==> src/rtl/pcg_pkg.sv <==
// constants for the protector comparator and pin configuration block
// assumes a single 125 MHz clock domain and a plain register port
package pcg_pkg;
  // ---------------------------------------------------------------
  // register indices (byte offsets on the port)
  // ---------------------------------------------------------------
  localparam logic [11:0] ADDR_OVERVOLTAGE_THRESHOLD = 12'h009;
  localparam logic [11:0] ADDR_UNDERVOLTAGE_THRESHOLD = 12'h00a;
  localparam logic [11:0] ADDR_TEMP_THRESH = 12'h00b;
  localparam logic [11:0] ADDR_UV_EXCL_UPPER = 12'h00c;
  localparam logic [11:0] ADDR_UV_EXCL_LOWER = 12'h00d;
  localparam logic [11:0] ADDR_PIN_CFG_A = 12'h00e;
  localparam logic [11:0] ADDR_PIN_CFG_B = 12'h00f;
  localparam logic [11:0] ADDR_PIN_CFG_C = 12'h010;
  localparam logic [11:0] ADDR_PIN_CFG_D = 12'h011;
  localparam logic [11:0] ADDR_VCMP_CTRL = 12'h32c;
  localparam logic [11:0] ADDR_TCMP_CTRL = 12'h32d;
  localparam logic [11:0] ADDR_MB_TIMER = 12'h329;
  localparam logic [11:0] ADDR_CMP_STATUS = 12'h3f0;
  // ---------------------------------------------------------------
  // reset values
  // ---------------------------------------------------------------
  localparam logic [7:0] RST_OVERVOLTAGE_THRESHOLD = 8'h3f;
  localparam logic [7:0] RST_TEMP_THRESH = 8'he0;
  localparam logic [7:0] RST_ZERO = 8'h00;
  // ---------------------------------------------------------------
  // field positions
  // ---------------------------------------------------------------
  localparam int VC_MODE_LSB = 0;
  localparam int VC_GO_BIT = 2;
  localparam int VC_CELL_LSB = 3;
  localparam int VC_THR_SEL_BIT = 7;
  localparam int TC_MODE_LSB = 0;
  localparam int TC_GO_BIT = 2;
  localparam int TC_CHAN_LSB = 3;
  localparam int TC_THR_SEL_BIT = 6;
  localparam int TC_RSVD_BIT = 7;
  localparam int FAULT_IN_EN_BIT = 7;
  localparam int SPI_EN_BIT = 6;
  localparam int OT_FIELD_LSB = 0;
  localparam int UT_FIELD_LSB = 5;
  localparam int MB_TIMER_W = 5;
  // ---------------------------------------------------------------
  // threshold decode constants (mV and percent)
  // ---------------------------------------------------------------
  localparam logic [12:0] OV_BASE_LO_MV = 13'd2700;
  localparam logic [12:0] OV_BASE_MID_MV = 13'd3500;
  localparam logic [12:0] OV_BASE_HI_MV = 13'd4175;
  localparam logic [12:0] OV_STEP_MV = 13'd25;
  localparam logic [5:0] OV_WIN_LO_MIN = 6'h02;
  localparam logic [5:0] OV_WIN_LO_MAX = 6'h0e;
  localparam logic [5:0] OV_WIN_MID_MIN = 6'h12;
  localparam logic [5:0] OV_WIN_MID_MAX = 6'h1e;
  localparam logic [5:0] OV_WIN_HI_MIN = 6'h22;
  localparam logic [5:0] OV_WIN_HI_MAX = 6'h2e;
  localparam logic [12:0] UV_BASE_MV = 13'd1200;
  localparam logic [12:0] UV_STEP_MV = 13'd50;
  localparam logic [12:0] UV_MAX_MV = 13'd3100;
  localparam logic [6:0] OT_BASE_PCT = 7'd10;
  localparam logic [6:0] OT_STEP_PCT = 7'd1;
  localparam logic [6:0] OT_MAX_PCT = 7'd39;
  // ---------------------------------------------------------------
  // modes and pin functions
  // ---------------------------------------------------------------
  localparam logic [1:0] MODE_IDLE = 2'h0;
  localparam logic [1:0] MODE_ROUND = 2'h1;
  localparam logic [1:0] MODE_SELFTEST = 2'h2;
  localparam logic [1:0] MODE_LOCK = 2'h3;
  localparam logic [2:0] PIN_HIGHZ = 3'h0;
  localparam logic [2:0] PIN_ADC_TEMP = 3'h1;
  localparam logic [2:0] PIN_ADC = 3'h2;
  localparam logic [2:0] PIN_DIG_IN = 3'h3;
  localparam logic [2:0] PIN_OUT_HIGH = 3'h4;
  localparam logic [2:0] PIN_OUT_LOW = 3'h5;
  localparam logic [2:0] PIN_ADC_PU = 3'h6;
  localparam logic [2:0] PIN_ADC_PD = 3'h7;
  localparam int NUM_PINS = 8;
  localparam int NUM_CELLS = 16;
  typedef enum logic [3:0] {
    SEQ_IDLE = 4'b0001,
    SEQ_ROUND = 4'b0010,
    SEQ_SELFTEST = 4'b0100,
    SEQ_LOCK = 4'b1000
  } pcg_seq_t;
endpackage : pcg_pkg

==> src/rtl/pcg_top.sv <==
// register bank for protector comparators and pin configuration
// assumes a one-cycle register port on clock_i; pins are asynchronous
`timescale 1ns/1ps
module pcg_top (
  input wire logic clock_i,
  input wire logic reset_i,
  input wire logic [11:0] reg_addr_i,
  input wire logic [7:0] reg_wdata_i,
  input wire logic reg_wr_i,
  input wire logic reg_rd_i,
  output logic [7:0] reg_rdata_o,
  input wire logic [7:0] pin_in_i,
  input wire logic spi_sclk_i,
  input wire logic spi_mosi_i,
  input wire logic spi_cs_i,
  input wire logic mb_drive_i,
  output logic [7:0] pin_out_o,
  output logic [7:0] pin_oe_n_o,
  output logic [7:0] pin_adc_en_o,
  output logic [7:0] pin_temp_en_o,
  output logic [7:0] pin_pull_up_o,
  output logic [7:0] pin_pull_dn_o,
  output logic [7:0] pin_din_o,
  output logic spi_miso_o,
  output logic fault_out_pin_o,
  output logic [1:0] voltage_cmp_mode_o,
  output logic [3:0] vcmp_seq_state_o,
  output logic [3:0] voltage_cmp_cell_o,
  output logic [15:0] uv_cell_enable_o,
  output logic [12:0] overvoltage_level_o,
  output logic [12:0] undervoltage_level_o,
  output logic uv_lock_threshold_select_o,
  output logic voltage_cmp_start_o,
  output logic [1:0] temp_cmp_mode_o,
  output logic [2:0] temp_cmp_channel_o,
  output logic [6:0] overtemp_level_o,
  output logic [2:0] undertemp_level_o,
  output logic ot_lock_threshold_select_o,
  output logic temp_cmp_start_o
);
  // ---------------------------------------------------------------
  // register storage
  // ---------------------------------------------------------------
  logic [7:0] overvoltage_threshold_r;
  logic [7:0] undervoltage_threshold_r;
  logic [7:0] temp_thresh_r;
  logic [7:0] uv_excl_upper_r;
  logic [7:0] uv_excl_lower_r;
  logic [7:0] pin_cfg_a_r;
  logic [7:0] pin_cfg_b_r;
  logic [7:0] pin_cfg_c_r;
  logic [7:0] pin_cfg_d_r;
  logic [7:0] vcmp_ctrl_r;
  logic [7:0] tcmp_ctrl_r;
  logic [4:0] module_balance_timer_r;
  logic [7:0] pin_meta_r;
  logic [7:0] pin_sync_r;
  logic wr_ov;
  logic wr_uv;
  logic wr_temp;
  logic wr_vctrl;
  logic wr_tctrl;
  logic voltage_cmp_go;
  logic temp_cmp_go;
  logic [23:0] pin_funcs;
  logic [7:0] pin_override;
  logic [7:0] ovr_out;
  logic [7:0] ovr_oe_n;
  pcg_pkg::pcg_seq_t vseq_r;

  // address match shared by every write decode
  function automatic logic hit(input logic [11:0] a, input logic [11:0] target);
    hit = (a == target);
  endfunction : hit

  // decoded write strobes
  assign wr_ov = reg_wr_i && hit(reg_addr_i, pcg_pkg::ADDR_OVERVOLTAGE_THRESHOLD);
  assign wr_uv = reg_wr_i && hit(reg_addr_i, pcg_pkg::ADDR_UNDERVOLTAGE_THRESHOLD);
  assign wr_temp = reg_wr_i && hit(reg_addr_i, pcg_pkg::ADDR_TEMP_THRESH);
  assign wr_vctrl = reg_wr_i && hit(reg_addr_i, pcg_pkg::ADDR_VCMP_CTRL);
  assign wr_tctrl = reg_wr_i && hit(reg_addr_i, pcg_pkg::ADDR_TCMP_CTRL);
  assign voltage_cmp_go = wr_vctrl && reg_wdata_i[pcg_pkg::VC_GO_BIT];
  assign temp_cmp_go = wr_tctrl && reg_wdata_i[pcg_pkg::TC_GO_BIT];

  // ---------------------------------------------------------------
  // threshold registers
  // ---------------------------------------------------------------
  always_ff @(posedge clock_i)
  begin
    if (reset_i)
    begin
      overvoltage_threshold_r <= pcg_pkg::RST_OVERVOLTAGE_THRESHOLD;
      undervoltage_threshold_r <= pcg_pkg::RST_ZERO;
      temp_thresh_r <= pcg_pkg::RST_TEMP_THRESH;
      uv_excl_upper_r <= pcg_pkg::RST_ZERO;
      uv_excl_lower_r <= pcg_pkg::RST_ZERO;
    end
    else if (reg_wr_i)
    begin
      if (wr_ov)
        overvoltage_threshold_r <= reg_wdata_i;
      if (wr_uv)
        undervoltage_threshold_r <= reg_wdata_i;
      if (wr_temp)
        temp_thresh_r <= reg_wdata_i;
      if (hit(reg_addr_i, pcg_pkg::ADDR_UV_EXCL_UPPER))
        uv_excl_upper_r <= reg_wdata_i;
      if (hit(reg_addr_i, pcg_pkg::ADDR_UV_EXCL_LOWER))
        uv_excl_lower_r <= reg_wdata_i;
    end
  end

  // pin configuration and balance timer registers
  always_ff @(posedge clock_i)
  begin
    if (reset_i)
    begin
      pin_cfg_a_r <= pcg_pkg::RST_ZERO;
      pin_cfg_b_r <= pcg_pkg::RST_ZERO;
      pin_cfg_c_r <= pcg_pkg::RST_ZERO;
      pin_cfg_d_r <= pcg_pkg::RST_ZERO;
      module_balance_timer_r <= 5'h00;
    end
    else if (reg_wr_i)
    begin
      if (hit(reg_addr_i, pcg_pkg::ADDR_PIN_CFG_A))
        pin_cfg_a_r <= reg_wdata_i;
      if (hit(reg_addr_i, pcg_pkg::ADDR_PIN_CFG_B))
        pin_cfg_b_r <= reg_wdata_i;
      if (hit(reg_addr_i, pcg_pkg::ADDR_PIN_CFG_C))
        pin_cfg_c_r <= reg_wdata_i;
      if (hit(reg_addr_i, pcg_pkg::ADDR_PIN_CFG_D))
        pin_cfg_d_r <= reg_wdata_i;
      if (hit(reg_addr_i, pcg_pkg::ADDR_MB_TIMER))
        module_balance_timer_r <= reg_wdata_i[pcg_pkg::MB_TIMER_W-1:0];
    end
  end

  // control registers; go bits never stored so they read as ready
  always_ff @(posedge clock_i)
  begin
    if (reset_i)
    begin
      vcmp_ctrl_r <= pcg_pkg::RST_ZERO;
      tcmp_ctrl_r <= pcg_pkg::RST_ZERO;
    end
    else
    begin
      if (wr_vctrl)
        vcmp_ctrl_r <= reg_wdata_i & ~(8'h01 << pcg_pkg::VC_GO_BIT);
      if (wr_tctrl)
        tcmp_ctrl_r <= reg_wdata_i & ~((8'h01 << pcg_pkg::TC_GO_BIT) | (8'h01 << pcg_pkg::TC_RSVD_BIT));
    end
  end

  // ---------------------------------------------------------------
  // voltage comparator shadow, loaded only by go
  // ---------------------------------------------------------------
  // shadow copies; old settings held until go
  always_ff @(posedge clock_i)
  begin
    if (reset_i)
    begin
      voltage_cmp_mode_o <= pcg_pkg::MODE_IDLE;
      voltage_cmp_cell_o <= 4'h0;
      overvoltage_level_o <= pcg_pkg::OV_BASE_LO_MV;
      undervoltage_level_o <= pcg_pkg::UV_BASE_MV;
      uv_cell_enable_o <= 16'hffff;
      uv_lock_threshold_select_o <= 1'b0;
      voltage_cmp_start_o <= 1'b0;
    end
    else
    begin
      voltage_cmp_start_o <= voltage_cmp_go;
      if (voltage_cmp_go)
      begin
        voltage_cmp_mode_o <= reg_wdata_i[pcg_pkg::VC_MODE_LSB +: 2];
        voltage_cmp_cell_o <= reg_wdata_i[pcg_pkg::VC_CELL_LSB +: 4];
        overvoltage_level_o <= ov_decode(overvoltage_threshold_r[5:0]);
        undervoltage_level_o <= uv_decode(undervoltage_threshold_r[5:0]);
        uv_cell_enable_o <= ~{uv_excl_upper_r, uv_excl_lower_r};
        uv_lock_threshold_select_o <= (reg_wdata_i[pcg_pkg::VC_MODE_LSB +: 2] == pcg_pkg::MODE_LOCK) &&
                                      reg_wdata_i[pcg_pkg::VC_THR_SEL_BIT];
      end
    end
  end

  // overvoltage code to millivolts
  function automatic logic [12:0] ov_decode(input logic [5:0] code);
    logic [12:0] off;
    off = 13'(code[3:0]) * pcg_pkg::OV_STEP_MV;
    ov_decode = pcg_pkg::OV_BASE_LO_MV;
    if (code >= pcg_pkg::OV_WIN_LO_MIN && code <= pcg_pkg::OV_WIN_LO_MAX)
      ov_decode = pcg_pkg::OV_BASE_LO_MV + off - 13'(2) * pcg_pkg::OV_STEP_MV;
    else if (code >= pcg_pkg::OV_WIN_MID_MIN && code <= pcg_pkg::OV_WIN_MID_MAX)
      ov_decode = pcg_pkg::OV_BASE_MID_MV + off - 13'(2) * pcg_pkg::OV_STEP_MV;
    else if (code >= pcg_pkg::OV_WIN_HI_MIN && code <= pcg_pkg::OV_WIN_HI_MAX)
      ov_decode = pcg_pkg::OV_BASE_HI_MV + off - 13'(2) * pcg_pkg::OV_STEP_MV;
  endfunction : ov_decode

  // undervoltage code to millivolts, saturating at top of range
  function automatic logic [12:0] uv_decode(input logic [5:0] code);
    logic [12:0] mv;
    mv = pcg_pkg::UV_BASE_MV + 13'(code) * pcg_pkg::UV_STEP_MV;
    uv_decode = (mv > pcg_pkg::UV_MAX_MV) ? pcg_pkg::UV_MAX_MV : mv;
  endfunction : uv_decode

  // voltage sequencer state follows the sampled mode
  always_ff @(posedge clock_i)
  begin
    if (reset_i)
      vseq_r <= pcg_pkg::SEQ_IDLE;
    else if (voltage_cmp_go)
    begin
      unique case (reg_wdata_i[pcg_pkg::VC_MODE_LSB +: 2])
        pcg_pkg::MODE_IDLE: vseq_r <= pcg_pkg::SEQ_IDLE;
        pcg_pkg::MODE_ROUND: vseq_r <= pcg_pkg::SEQ_ROUND;
        pcg_pkg::MODE_SELFTEST: vseq_r <= pcg_pkg::SEQ_SELFTEST;
        pcg_pkg::MODE_LOCK: vseq_r <= pcg_pkg::SEQ_LOCK;
      endcase
    end
  end
  assign vcmp_seq_state_o = vseq_r;

  // ---------------------------------------------------------------
  // temperature comparator shadow, loaded only by go
  // ---------------------------------------------------------------
  // old settings held; mode sampled
  always_ff @(posedge clock_i)
  begin
    if (reset_i)
    begin
      temp_cmp_mode_o <= pcg_pkg::MODE_IDLE;
      temp_cmp_channel_o <= 3'h0;
      overtemp_level_o <= pcg_pkg::OT_MAX_PCT;
      undertemp_level_o <= 3'h7;
      ot_lock_threshold_select_o <= 1'b0;
      temp_cmp_start_o <= 1'b0;
    end
    else
    begin
      temp_cmp_start_o <= temp_cmp_go;
      if (temp_cmp_go)
      begin
        temp_cmp_mode_o <= reg_wdata_i[pcg_pkg::TC_MODE_LSB +: 2];
        temp_cmp_channel_o <= reg_wdata_i[pcg_pkg::TC_CHAN_LSB +: 3];
        overtemp_level_o <= ot_decode(temp_thresh_r[pcg_pkg::OT_FIELD_LSB +: 5]);
        undertemp_level_o <= temp_thresh_r[pcg_pkg::UT_FIELD_LSB +: 3];
        ot_lock_threshold_select_o <= (reg_wdata_i[pcg_pkg::TC_MODE_LSB +: 2] == pcg_pkg::MODE_LOCK) &&
                                      reg_wdata_i[pcg_pkg::TC_THR_SEL_BIT];
      end
    end
  end

  // overtemperature code to percent; unused codes fall to the cap
  function automatic logic [6:0] ot_decode(input logic [4:0] code);
    logic [6:0] pct;
    pct = pcg_pkg::OT_BASE_PCT + 7'(code) * pcg_pkg::OT_STEP_PCT;
    ot_decode = (pct > pcg_pkg::OT_MAX_PCT) ? pcg_pkg::OT_MAX_PCT : pct;
  endfunction : ot_decode

  // ---------------------------------------------------------------
  // pin synchronisers and overrides
  // ---------------------------------------------------------------
  // two stages before any logic reads a pin
  always_ff @(posedge clock_i)
  begin
    if (reset_i)
    begin
      pin_meta_r <= 8'h00;
      pin_sync_r <= 8'h00;
    end
    else
    begin
      pin_meta_r <= pin_in_i;
      pin_sync_r <= pin_meta_r;
    end
  end

  assign pin_funcs = {pin_cfg_d_r[5:0], pin_cfg_c_r[5:0], pin_cfg_b_r[5:0], pin_cfg_a_r[5:0]};

  // override ownership per pin, index 0 is pin 1
  always_comb
  begin
    pin_override = 8'h00;
    ovr_out = 8'h00;
    ovr_oe_n = 8'hff;
    if (module_balance_timer_r != 5'h00)
    begin
      pin_override[2] = 1'b1;
      ovr_out[2] = mb_drive_i;
      ovr_oe_n[2] = 1'b0;
    end
    // pins 4 to 7 to SPI
    if (pin_cfg_a_r[pcg_pkg::SPI_EN_BIT])
    begin
      pin_override[6:3] = 4'hf;
      ovr_out[3] = spi_cs_i;
      ovr_oe_n[3] = 1'b0;
      ovr_out[5] = spi_mosi_i;
      ovr_oe_n[5] = 1'b0;
      // pin 7 clock, pin 5 input
      ovr_out[6] = spi_sclk_i;
      ovr_oe_n[6] = 1'b0;
    end
    if (pin_cfg_a_r[pcg_pkg::FAULT_IN_EN_BIT])
      pin_override[7] = 1'b1;
  end

  // fault pin and SPI data input
  always_ff @(posedge clock_i)
  begin
    if (reset_i)
    begin
      fault_out_pin_o <= 1'b1;
      spi_miso_o <= 1'b0;
    end
    else
    begin
      fault_out_pin_o <= pin_cfg_a_r[pcg_pkg::FAULT_IN_EN_BIT] ? pin_sync_r[7] : 1'b1;
      spi_miso_o <= pin_cfg_a_r[pcg_pkg::SPI_EN_BIT] ? pin_sync_r[4] : 1'b0;
    end
  end

  // one decoder per pin
  genvar gi;
  generate
    for (gi = 0; gi < pcg_pkg::NUM_PINS; gi++)
    begin : g_pin
      pcg_pin_mux u_mux (
        .clock_i(clock_i),
        .reset_i(reset_i),
        .func_i(pin_funcs[gi*3 +: 3]),
        .override_i(pin_override[gi]),
        .ovr_out_i(ovr_out[gi]),
        .ovr_oe_n_i(ovr_oe_n[gi]),
        .pin_sync_i(pin_sync_r[gi]),
        .pin_out_o(pin_out_o[gi]),
        .pin_oe_n_o(pin_oe_n_o[gi]),
        .adc_en_o(pin_adc_en_o[gi]),
        .temp_en_o(pin_temp_en_o[gi]),
        .pull_up_o(pin_pull_up_o[gi]),
        .pull_dn_o(pin_pull_dn_o[gi]),
        .din_o(pin_din_o[gi])
      );
    end
  endgenerate

  // ---------------------------------------------------------------
  // read port, data one cycle after the strobe
  // ---------------------------------------------------------------
  always_ff @(posedge clock_i)
  begin
    if (reset_i)
      reg_rdata_o <= 8'h00;
    else if (reg_rd_i)
    begin
      unique case (reg_addr_i)
        pcg_pkg::ADDR_OVERVOLTAGE_THRESHOLD: reg_rdata_o <= overvoltage_threshold_r;
        pcg_pkg::ADDR_UNDERVOLTAGE_THRESHOLD: reg_rdata_o <= undervoltage_threshold_r;
        pcg_pkg::ADDR_TEMP_THRESH: reg_rdata_o <= temp_thresh_r;
        pcg_pkg::ADDR_UV_EXCL_UPPER: reg_rdata_o <= uv_excl_upper_r;
        pcg_pkg::ADDR_UV_EXCL_LOWER: reg_rdata_o <= uv_excl_lower_r;
        pcg_pkg::ADDR_PIN_CFG_A: reg_rdata_o <= pin_cfg_a_r;
        pcg_pkg::ADDR_PIN_CFG_B: reg_rdata_o <= pin_cfg_b_r;
        pcg_pkg::ADDR_PIN_CFG_C: reg_rdata_o <= pin_cfg_c_r;
        pcg_pkg::ADDR_PIN_CFG_D: reg_rdata_o <= pin_cfg_d_r;
        pcg_pkg::ADDR_VCMP_CTRL: reg_rdata_o <= vcmp_ctrl_r;
        pcg_pkg::ADDR_TCMP_CTRL: reg_rdata_o <= tcmp_ctrl_r;
        pcg_pkg::ADDR_MB_TIMER: reg_rdata_o <= {3'h0, module_balance_timer_r};
        pcg_pkg::ADDR_CMP_STATUS: reg_rdata_o <= {temp_cmp_mode_o, 2'h0, vseq_r};
        default: reg_rdata_o <= 8'h00;
      endcase
    end
  end
endmodule : pcg_top

==> src/rtl/pcg_pin_mux.sv <==
// one pin of the eight: decodes its function field and overrides
// assumes override flags are already resolved by the caller
`timescale 1ns/1ps
module pcg_pin_mux (
  input wire logic clock_i,
  input wire logic reset_i,
  input wire logic [2:0] func_i,
  input wire logic override_i,
  input wire logic ovr_out_i,
  input wire logic ovr_oe_n_i,
  input wire logic pin_sync_i,
  output logic pin_out_o,
  output logic pin_oe_n_o,
  output logic adc_en_o,
  output logic temp_en_o,
  output logic pull_up_o,
  output logic pull_dn_o,
  output logic din_o
);
  // ---------------------------------------------------------------
  // registered function decode
  // ---------------------------------------------------------------
  // pin function decode
  always_ff @(posedge clock_i)
  begin
    if (reset_i)
    begin
      pin_out_o <= 1'b0;
      pin_oe_n_o <= 1'b1;
      adc_en_o <= 1'b0;
      temp_en_o <= 1'b0;
      pull_up_o <= 1'b0;
      pull_dn_o <= 1'b0;
      din_o <= 1'b0;
    end
    else if (override_i)
    begin
      // override owner sets pin output and output enable; analog paths are cut
      pin_out_o <= ovr_out_i;
      pin_oe_n_o <= ovr_oe_n_i;
      adc_en_o <= 1'b0;
      temp_en_o <= 1'b0;
      pull_up_o <= 1'b0;
      pull_dn_o <= 1'b0;
      din_o <= pin_sync_i;
    end
    else
    begin
      pin_out_o <= (func_i == pcg_pkg::PIN_OUT_HIGH);
      pin_oe_n_o <= !((func_i == pcg_pkg::PIN_OUT_HIGH) || (func_i == pcg_pkg::PIN_OUT_LOW));
      adc_en_o <= (func_i == pcg_pkg::PIN_ADC_TEMP) || (func_i == pcg_pkg::PIN_ADC) ||
                  (func_i == pcg_pkg::PIN_ADC_PU) || (func_i == pcg_pkg::PIN_ADC_PD);
      temp_en_o <= (func_i == pcg_pkg::PIN_ADC_TEMP);
      pull_up_o <= (func_i == pcg_pkg::PIN_ADC_PU);
      pull_dn_o <= (func_i == pcg_pkg::PIN_ADC_PD);
      din_o <= (func_i == pcg_pkg::PIN_DIG_IN) ? pin_sync_i : 1'b0;
    end
  end
endmodule : pcg_pin_mux

==> config.mk <==
export PLATFORM = sky130hd
export DESIGN_NAME = pcg_top
export DESIGN_NICKNAME = d
export VERILOG_FILES = /design/src/rtl/pcg_pkg.sv /design/src/rtl/pcg_top.sv /design/src/rtl/pcg_pin_mux.sv
export SDC_FILE = /design/constraint.sdc
export NUM_CORES = 1
export LEC_CHECK = 0
export ABC_CLOCK_PERIOD_IN_PS = 4700
export BUFFER_PORTS_ARGS = -buffer_cell sky130_fd_sc_hd__buf_2
export CAP_MARGIN = 10
export CORE_MARGIN = 3
export CORE_UTILIZATION = 57
export DETAILED_ROUTE_END_ITERATION = 8
export GPL_TIMING_DRIVEN = 0
export MAX_ROUTING_LAYER = met4
export PLACE_DENSITY = 0.8
export SYNTH_ARGS = -nofsm -noshare
export SYNTH_HDL_FRONTEND = slang
export SYNTH_HIERARCHICAL = 1
export SYNTH_SLANG_ARGS = --single-unit
==> constraint.sdc <==
create_clock -name clock_i -period 4.7 [get_ports clock_i]
set_input_delay 0.47 -clock clock_i [delete_from_list [all_inputs] [get_ports clock_i]]
set_output_delay 0.47 -clock clock_i [all_outputs]
set_load 0.05 [all_outputs]
# Word level (Yosys, flattened, before mapping)
# Index checks and enable logic that the tools add are counted.
word_totals:
  input_bits: 36
  output_inout_bits: 137
  word_cells: 292
  register_bits: 243
op_classes:
  bitwise_logic: 5
  mul: 2
  add_sub_neg: 8
  n_eq_ne: 72
  n_lt_le_gt_ge: 8
  muxes: 36
  reduce_logical: 74
op_table:
  columns: ["op", "n"]
  rows:
  - ["$pmux W8 S13", 1]
  - ["$eq A3 B3 Y1 const B", 32]
  - ["$eq A12 B4 Y1 const B", 7]
  - ["$mux W13", 4]
  - ["$eq A12 B10 Y1 const B", 4]
  - ["$eq A3 B2 Y1 const B", 16]
  - ["$sub A13 B6 Y13 const B", 3]
  - ["$logic_or A1 B1 Y1", 32]
  - ["$add A12 B9 Y13 const A", 2]
  - ["$mux W1", 26]
  - ["$eq A12 B5 Y1 const B", 2]
  - ["$eq A3 B1 Y1 const B", 8]
  - ["$reduce_and A2 Y1", 10]
  - ["$reduce_or A2 Y1", 10]
  - ["$not A16 Y16", 1]
  - ["$pmux W4 S4", 1]
  - ["$add A11 B12 Y13 const A", 1]
  - ["$add A13 B9 Y13 const A", 1]
  - ["$gt A13 B12 Y1 const B", 1]
  - ["$logic_and A1 B1 Y1", 12]
  - ["$mul A6 B5 Y11 const B", 1]
  - ["$mul A4 B5 Y9 const B", 1]
  - ["$logic_not A1 Y1", 8]
  - ["$add A4 B5 Y6 const A", 1]
  - ["15 further kinds", 20]

# Longest topological paths before layout
depth:
  word_depth: 6
  depth_mapped: 14
  depth_no_buf: 14

# Cells and area by module
# The synthesis kept the hierarchy.
modules_own_cells:
  columns: ["mod", "cells_each", "seq_area_each_um2", "instances", "area_per_inst_um2"]
  rows:
  - ["pcg_top", 1059, 3703.6, 1, 9087.5]
  - ["pcg_pin_mux", 25, 140.1, 8, 255.2]

# Worst setup path after synthesis
# No wires, ideal clock.
synth_timing:
  kind: "reg-to-reg"
  start: "register undervoltage_threshold_r[1]"
  end: "register undervoltage_level_o[2]"
  setup_time_ps: 115
  required_ps: 4585
  path_buffers: 0
  stages_incl_launch_ff: 12
  period_less_slack_ps: 3412
  slack_ps: 1288
  arrival_ps: 3297
  path_cell_list: "dfxtp_1 > ha_1 > ha_1 > ha_1 > fa_1 > a211o_1 > a21o_1 > a211oi_1 > nor2_1 > o21ai_0 > nand3_1 > o21a_1"
synth_via:
  elab_chain_len: 4
synth_lines:
  columns: ["item", "line_no", "rtl"]
  rows:
  - ["start, declared", "pcg_top.sv:45", "logic [7:0] undervoltage_threshold_r;"]
  - ["start signal, assigned", "pcg_top.sv:93", "undervoltage_threshold_r <= pcg_pkg::RST_ZERO;"]
  - ["start signal, assigned", "pcg_top.sv:103", "undervoltage_threshold_r <= reg_wdata_i;"]
  - ["$mul A6 B5 Y11 (*)", "pcg_top.sv:204", "mv = pcg_pkg::UV_BASE_MV + 13'(code) * pcg_pkg::UV_STEP_MV;"]
  - ["$add A11 B12 Y13 (*)", "pcg_top.sv:204", null]
  - ["$gt A13 B12 Y1", "pcg_top.sv:205", "uv_decode = (mv > pcg_pkg::UV_MAX_MV) ? pcg_pkg::UV_MAX_MV : mv;"]
  - ["$mux W13 (*)", "pcg_top.sv:205", null]
  - ["end signal, assigned", "pcg_top.sv:167", "undervoltage_level_o <= pcg_pkg::UV_BASE_MV;"]
  - ["end signal, assigned", "pcg_top.sv:180", "undervoltage_level_o <= uv_decode(undervoltage_threshold_r[5:0]);"]
  - ["end, declared", "pcg_top.sv:31", "output logic [12:0] undervoltage_level_o,"]
# Every way passes the cells marked *; elsewhere a longest branch is shown, timed or not.
# A chain may end at the register's enable or synchronous reset.

# Worst setup path after layout
# Ends and elaborated chain as after synthesis.

==> results.yml <==
outcome:
  outcome: "complete, no violations"
setup_path:
  path_max_fanout: 7
  r2r_start: "undervoltage_threshold_r[1]$_SDFFE_PP0P_"
  worstSetupPathType: "register to register"
  ff2ff_setup_slack_ps: 720
  worstReg2RegEnd: "undervoltage_level_o[2]$_SDFFE_PP0P_"
  startpoint_type: "register"
  reg2regPathDepth: 11
  critPathArrivalTime_ps: 4390
  cp.required_ps: 5110
  worst_setup_path_end_kind: "register"
global_route:
  gr-total-overflow: 0
  antenna_found_initial: 0
  first_global_vias: 9655
  grt_pass1_wl_mm: 53.3
  grt_max_degree: 46
  grtUsageTotal: 0.321
sta:
  tns_ps: 0
  slew_viol_final: 0
  fin_skew_ps: 17.3
  fin_crit_ps: 3980
  slew-limit-headroom: 0.214
  worst_slew_pin_slew_ps: 1180
  finalHoldViolCount: 0
  finalSetupViolCount: 0
  rsz0062_at_grt: "false"
  fin_ws_ps: 719
  finalCritPeriodShare: 0.847
  fmax_mhz: 251
floorplanning:
  die_h_um: 146
  die-area_um2: 21200
  die_w_um: 146
  rows: 50
  initial_utilization: 0.587
  coreArea_um2: 19000
  ios: 173
cts:
  cts-root-buf: "clkbuf_16"
  post-cts-setup-buffers: 0
  cts.reportedPaths.clkPinSlew_ps: 60
  cts_sinks: 241
  cts_max_path_buffers: 3
  cts_tree: "yes"
  insertion_delay_ps: 520
  cts.repair.resized: 0
  cts_hold_buffers: 0
  cts_buffers: 25
  cts_max_level: 1
drt:
  num_vias: 10261
  vias_per_cell: 5.88
  route.detailed.drc: 0
  routed_wirelength_mm: 34.8
  drtAntennaViolNets: 0
  drtIter0Drc: 982
  drtPass1Iterations: 6
  wire_per_inst_um: 19.9
power:
  pwr-share-comb: 0.043
  p_int_mw: 3.18
  power_density_nw_per_um2: 314
  power.leakage_nw: 5.60
  pwr-share-clk: 0.459
  net-switching-power_uw: 935
  ir_drop_mv: 0.265
  sw_frac_of_total: 0.227
  seqPwrFrac: 0.498
  power.total_mw: 4.12
synthesis:
  seq_area_frac_synth: 0.434
  netlist_instances: 1259
  async_flop_share: 0
  ys_seq_elements: 241
  yosysWarnings: 6
  synth-edff-count: 0
  syn_area_um2: 11100
  avgSynthCellArea_um2: 8.84
  ys_types: 83
  ys.flop_type: "dfxtp_1"
cells_and_area:
  syn_to_final_growth_pct: 17.9
  finalInstanceArea_um2: 13100
  nets: 1548
  reg_top3: "uv_cell_enable_o x16, overvoltage_level_o x13, undervoltage_level_o x12"
  largest_register_ffs: 16
  fillers: 1568
  regMostFlops: "uv_cell_enable_o"
  finalNonFillerCells: 1745
  drive_above_1_share: 0.183
  diodes: 0
job:
  maxCapViolCount: 0
place:
  dp_cells: 1703
  port_buffers: 162
  place_congestion: 1.02
  place_hpwl_mm: 25.2
  dp_slack_ps: 748
  dpl-instance-area_um2: 12300
min_path:
  hp-start: "pin_in_i[3]"
  min_path_cells: 2
  min_path_type: "input port to register"
  holdPathEnd: "pin_meta_r[3]$_SDFF_PP0_"
==> worst max-delay path: stages (launching register included) <==
cell and delay (ps):
dfxtp_1 530, ha_1 300, ha_1 310, ha_1 330, fa_1 490, a211o_1 350
a21o_1 160, a211oi_1 420, nor2_1 210, o21ai_0 320, nand3_1 230, o21a_1 220
==> logic make-up after synthesis <==
| family | after synthesis | synth area share |
|---|---|---|
| adder cells (fa/ha/maj) | 42 | 0.0486 |
| AND/OR/NAND/NOR | 514 | 0.237 |
| multiplexers | 69 | 0.0635 |
| XOR/XNOR | 27 | 0.0212 |
| AO/OA/AOI/OAI | 255 | 0.153 |
| flip-flops | 241 | 0.434 |
| buffers and inverters | 109 | 0.0422 |
| other | 2 | 0.000675 |
==> cell usage after synthesis, types with 17 or more instances <==
library cell | number | area [um2]
dfxtp_1 | 241 | 4820
nor3b_1 | 21 | 158
inv_1 | 28 | 105
nor2b_1 | 33 | 206
a21oi_1 | 91 | 455
clkbuf_1 | 51 | 191
o21ai_0 | 24 | 120
nor2_1 | 173 | 649
nand3_1 | 41 | 205
ha_1 | 40 | 500
nor3_1 | 31 | 155
mux2i_1 | 65 | 651
xnor2_1 | 17 | 149
a211o_1 | 23 | 201
nand2_1 | 124 | 465
==> per-layer routing <==
layer | wire length, um | up-vias | global-route usage
li1 | - | 4847 | -
met1 | 14100 | 4881 | 0.411
met2 | 16500 | 454 | 0.515
met3 | 3050 | 79 | 0.0626
met4 | 1100 | 0 | 0.103
met5 | 0 | - | -
==> worst max path at each step <==
stage,from,to
floorplan,undervoltage_threshold_r[1]$_SDFFE_PP0P_,undervoltage_level_o[2]$_SDFFE_PP0P_
global placement,undervoltage_threshold_r[1]$_SDFFE_PP0P_,undervoltage_level_o[3]$_SDFFE_PP0P_
detailed placement,undervoltage_threshold_r[1]$_SDFFE_PP0P_,undervoltage_level_o[2]$_SDFFE_PP0P_
CTS,undervoltage_threshold_r[1]$_SDFFE_PP0P_,undervoltage_level_o[2]$_SDFFE_PP0P_
global route,undervoltage_threshold_r[1]$_SDFFE_PP0P_,undervoltage_level_o[7]$_SDFFE_PP1P_
finish,undervoltage_threshold_r[1]$_SDFFE_PP0P_,undervoltage_level_o[2]$_SDFFE_PP0P_
==> per-stage QoR <==
stage | utilization | hold slack [ps]
global route | 0.692 | 162
global placement | 0.651 | 417
finish | 0.692 | 151
detailed placement | 0.651 | 419
CTS | 0.692 | 147
floorplan | - | 406
==> cell type report <==
class | instances | area (um2) | area share
plain buffers | 80 | 360 | 0.0275
clock buffers | 35 | 703 | 0.0536
clock inverters | 7 | 66.3 | 0.00506
inverters | 29 | 109 | 0.00830
multi-input cells | 931 | 5920 | 0.451
flip-flops and latches | 241 | 4820 | 0.368
well taps | 260 | 325 | 0.0248
repair buffers | 162 | 811 | 0.0618
==> layout by cell type (no fill, tap or decap), types with 25 or more instances in the layout <==
master	Yosys	layout
mux2i_1	65	65
nor2_1	173	173
clkbuf_1	51	57
clkbuf_16	0	25
nand2_1	124	124
dfxtp_1	241	241
ha_1	40	40
nor3_1	31	31
a21oi_1	91	91
nand3_1	41	41
nor2b_1	33	33
inv_1	28	28
buf_2	10	172
==> power by group through the flow <==
stage	sequential (mW)	combinational [mW]	clock, mW
6_report	2.05	0.176	1.89
5_1_grt	2.05	0.183	1.99
4_1_cts	2.05	0.169	1.89
3_5_place_dp	2.10	0.168	0
3_3_place_gp	2.10	0.167	0
2_1_floorplan	2.10	0.0873	0
Note: power is estimated with default switching activity, not from simulation.
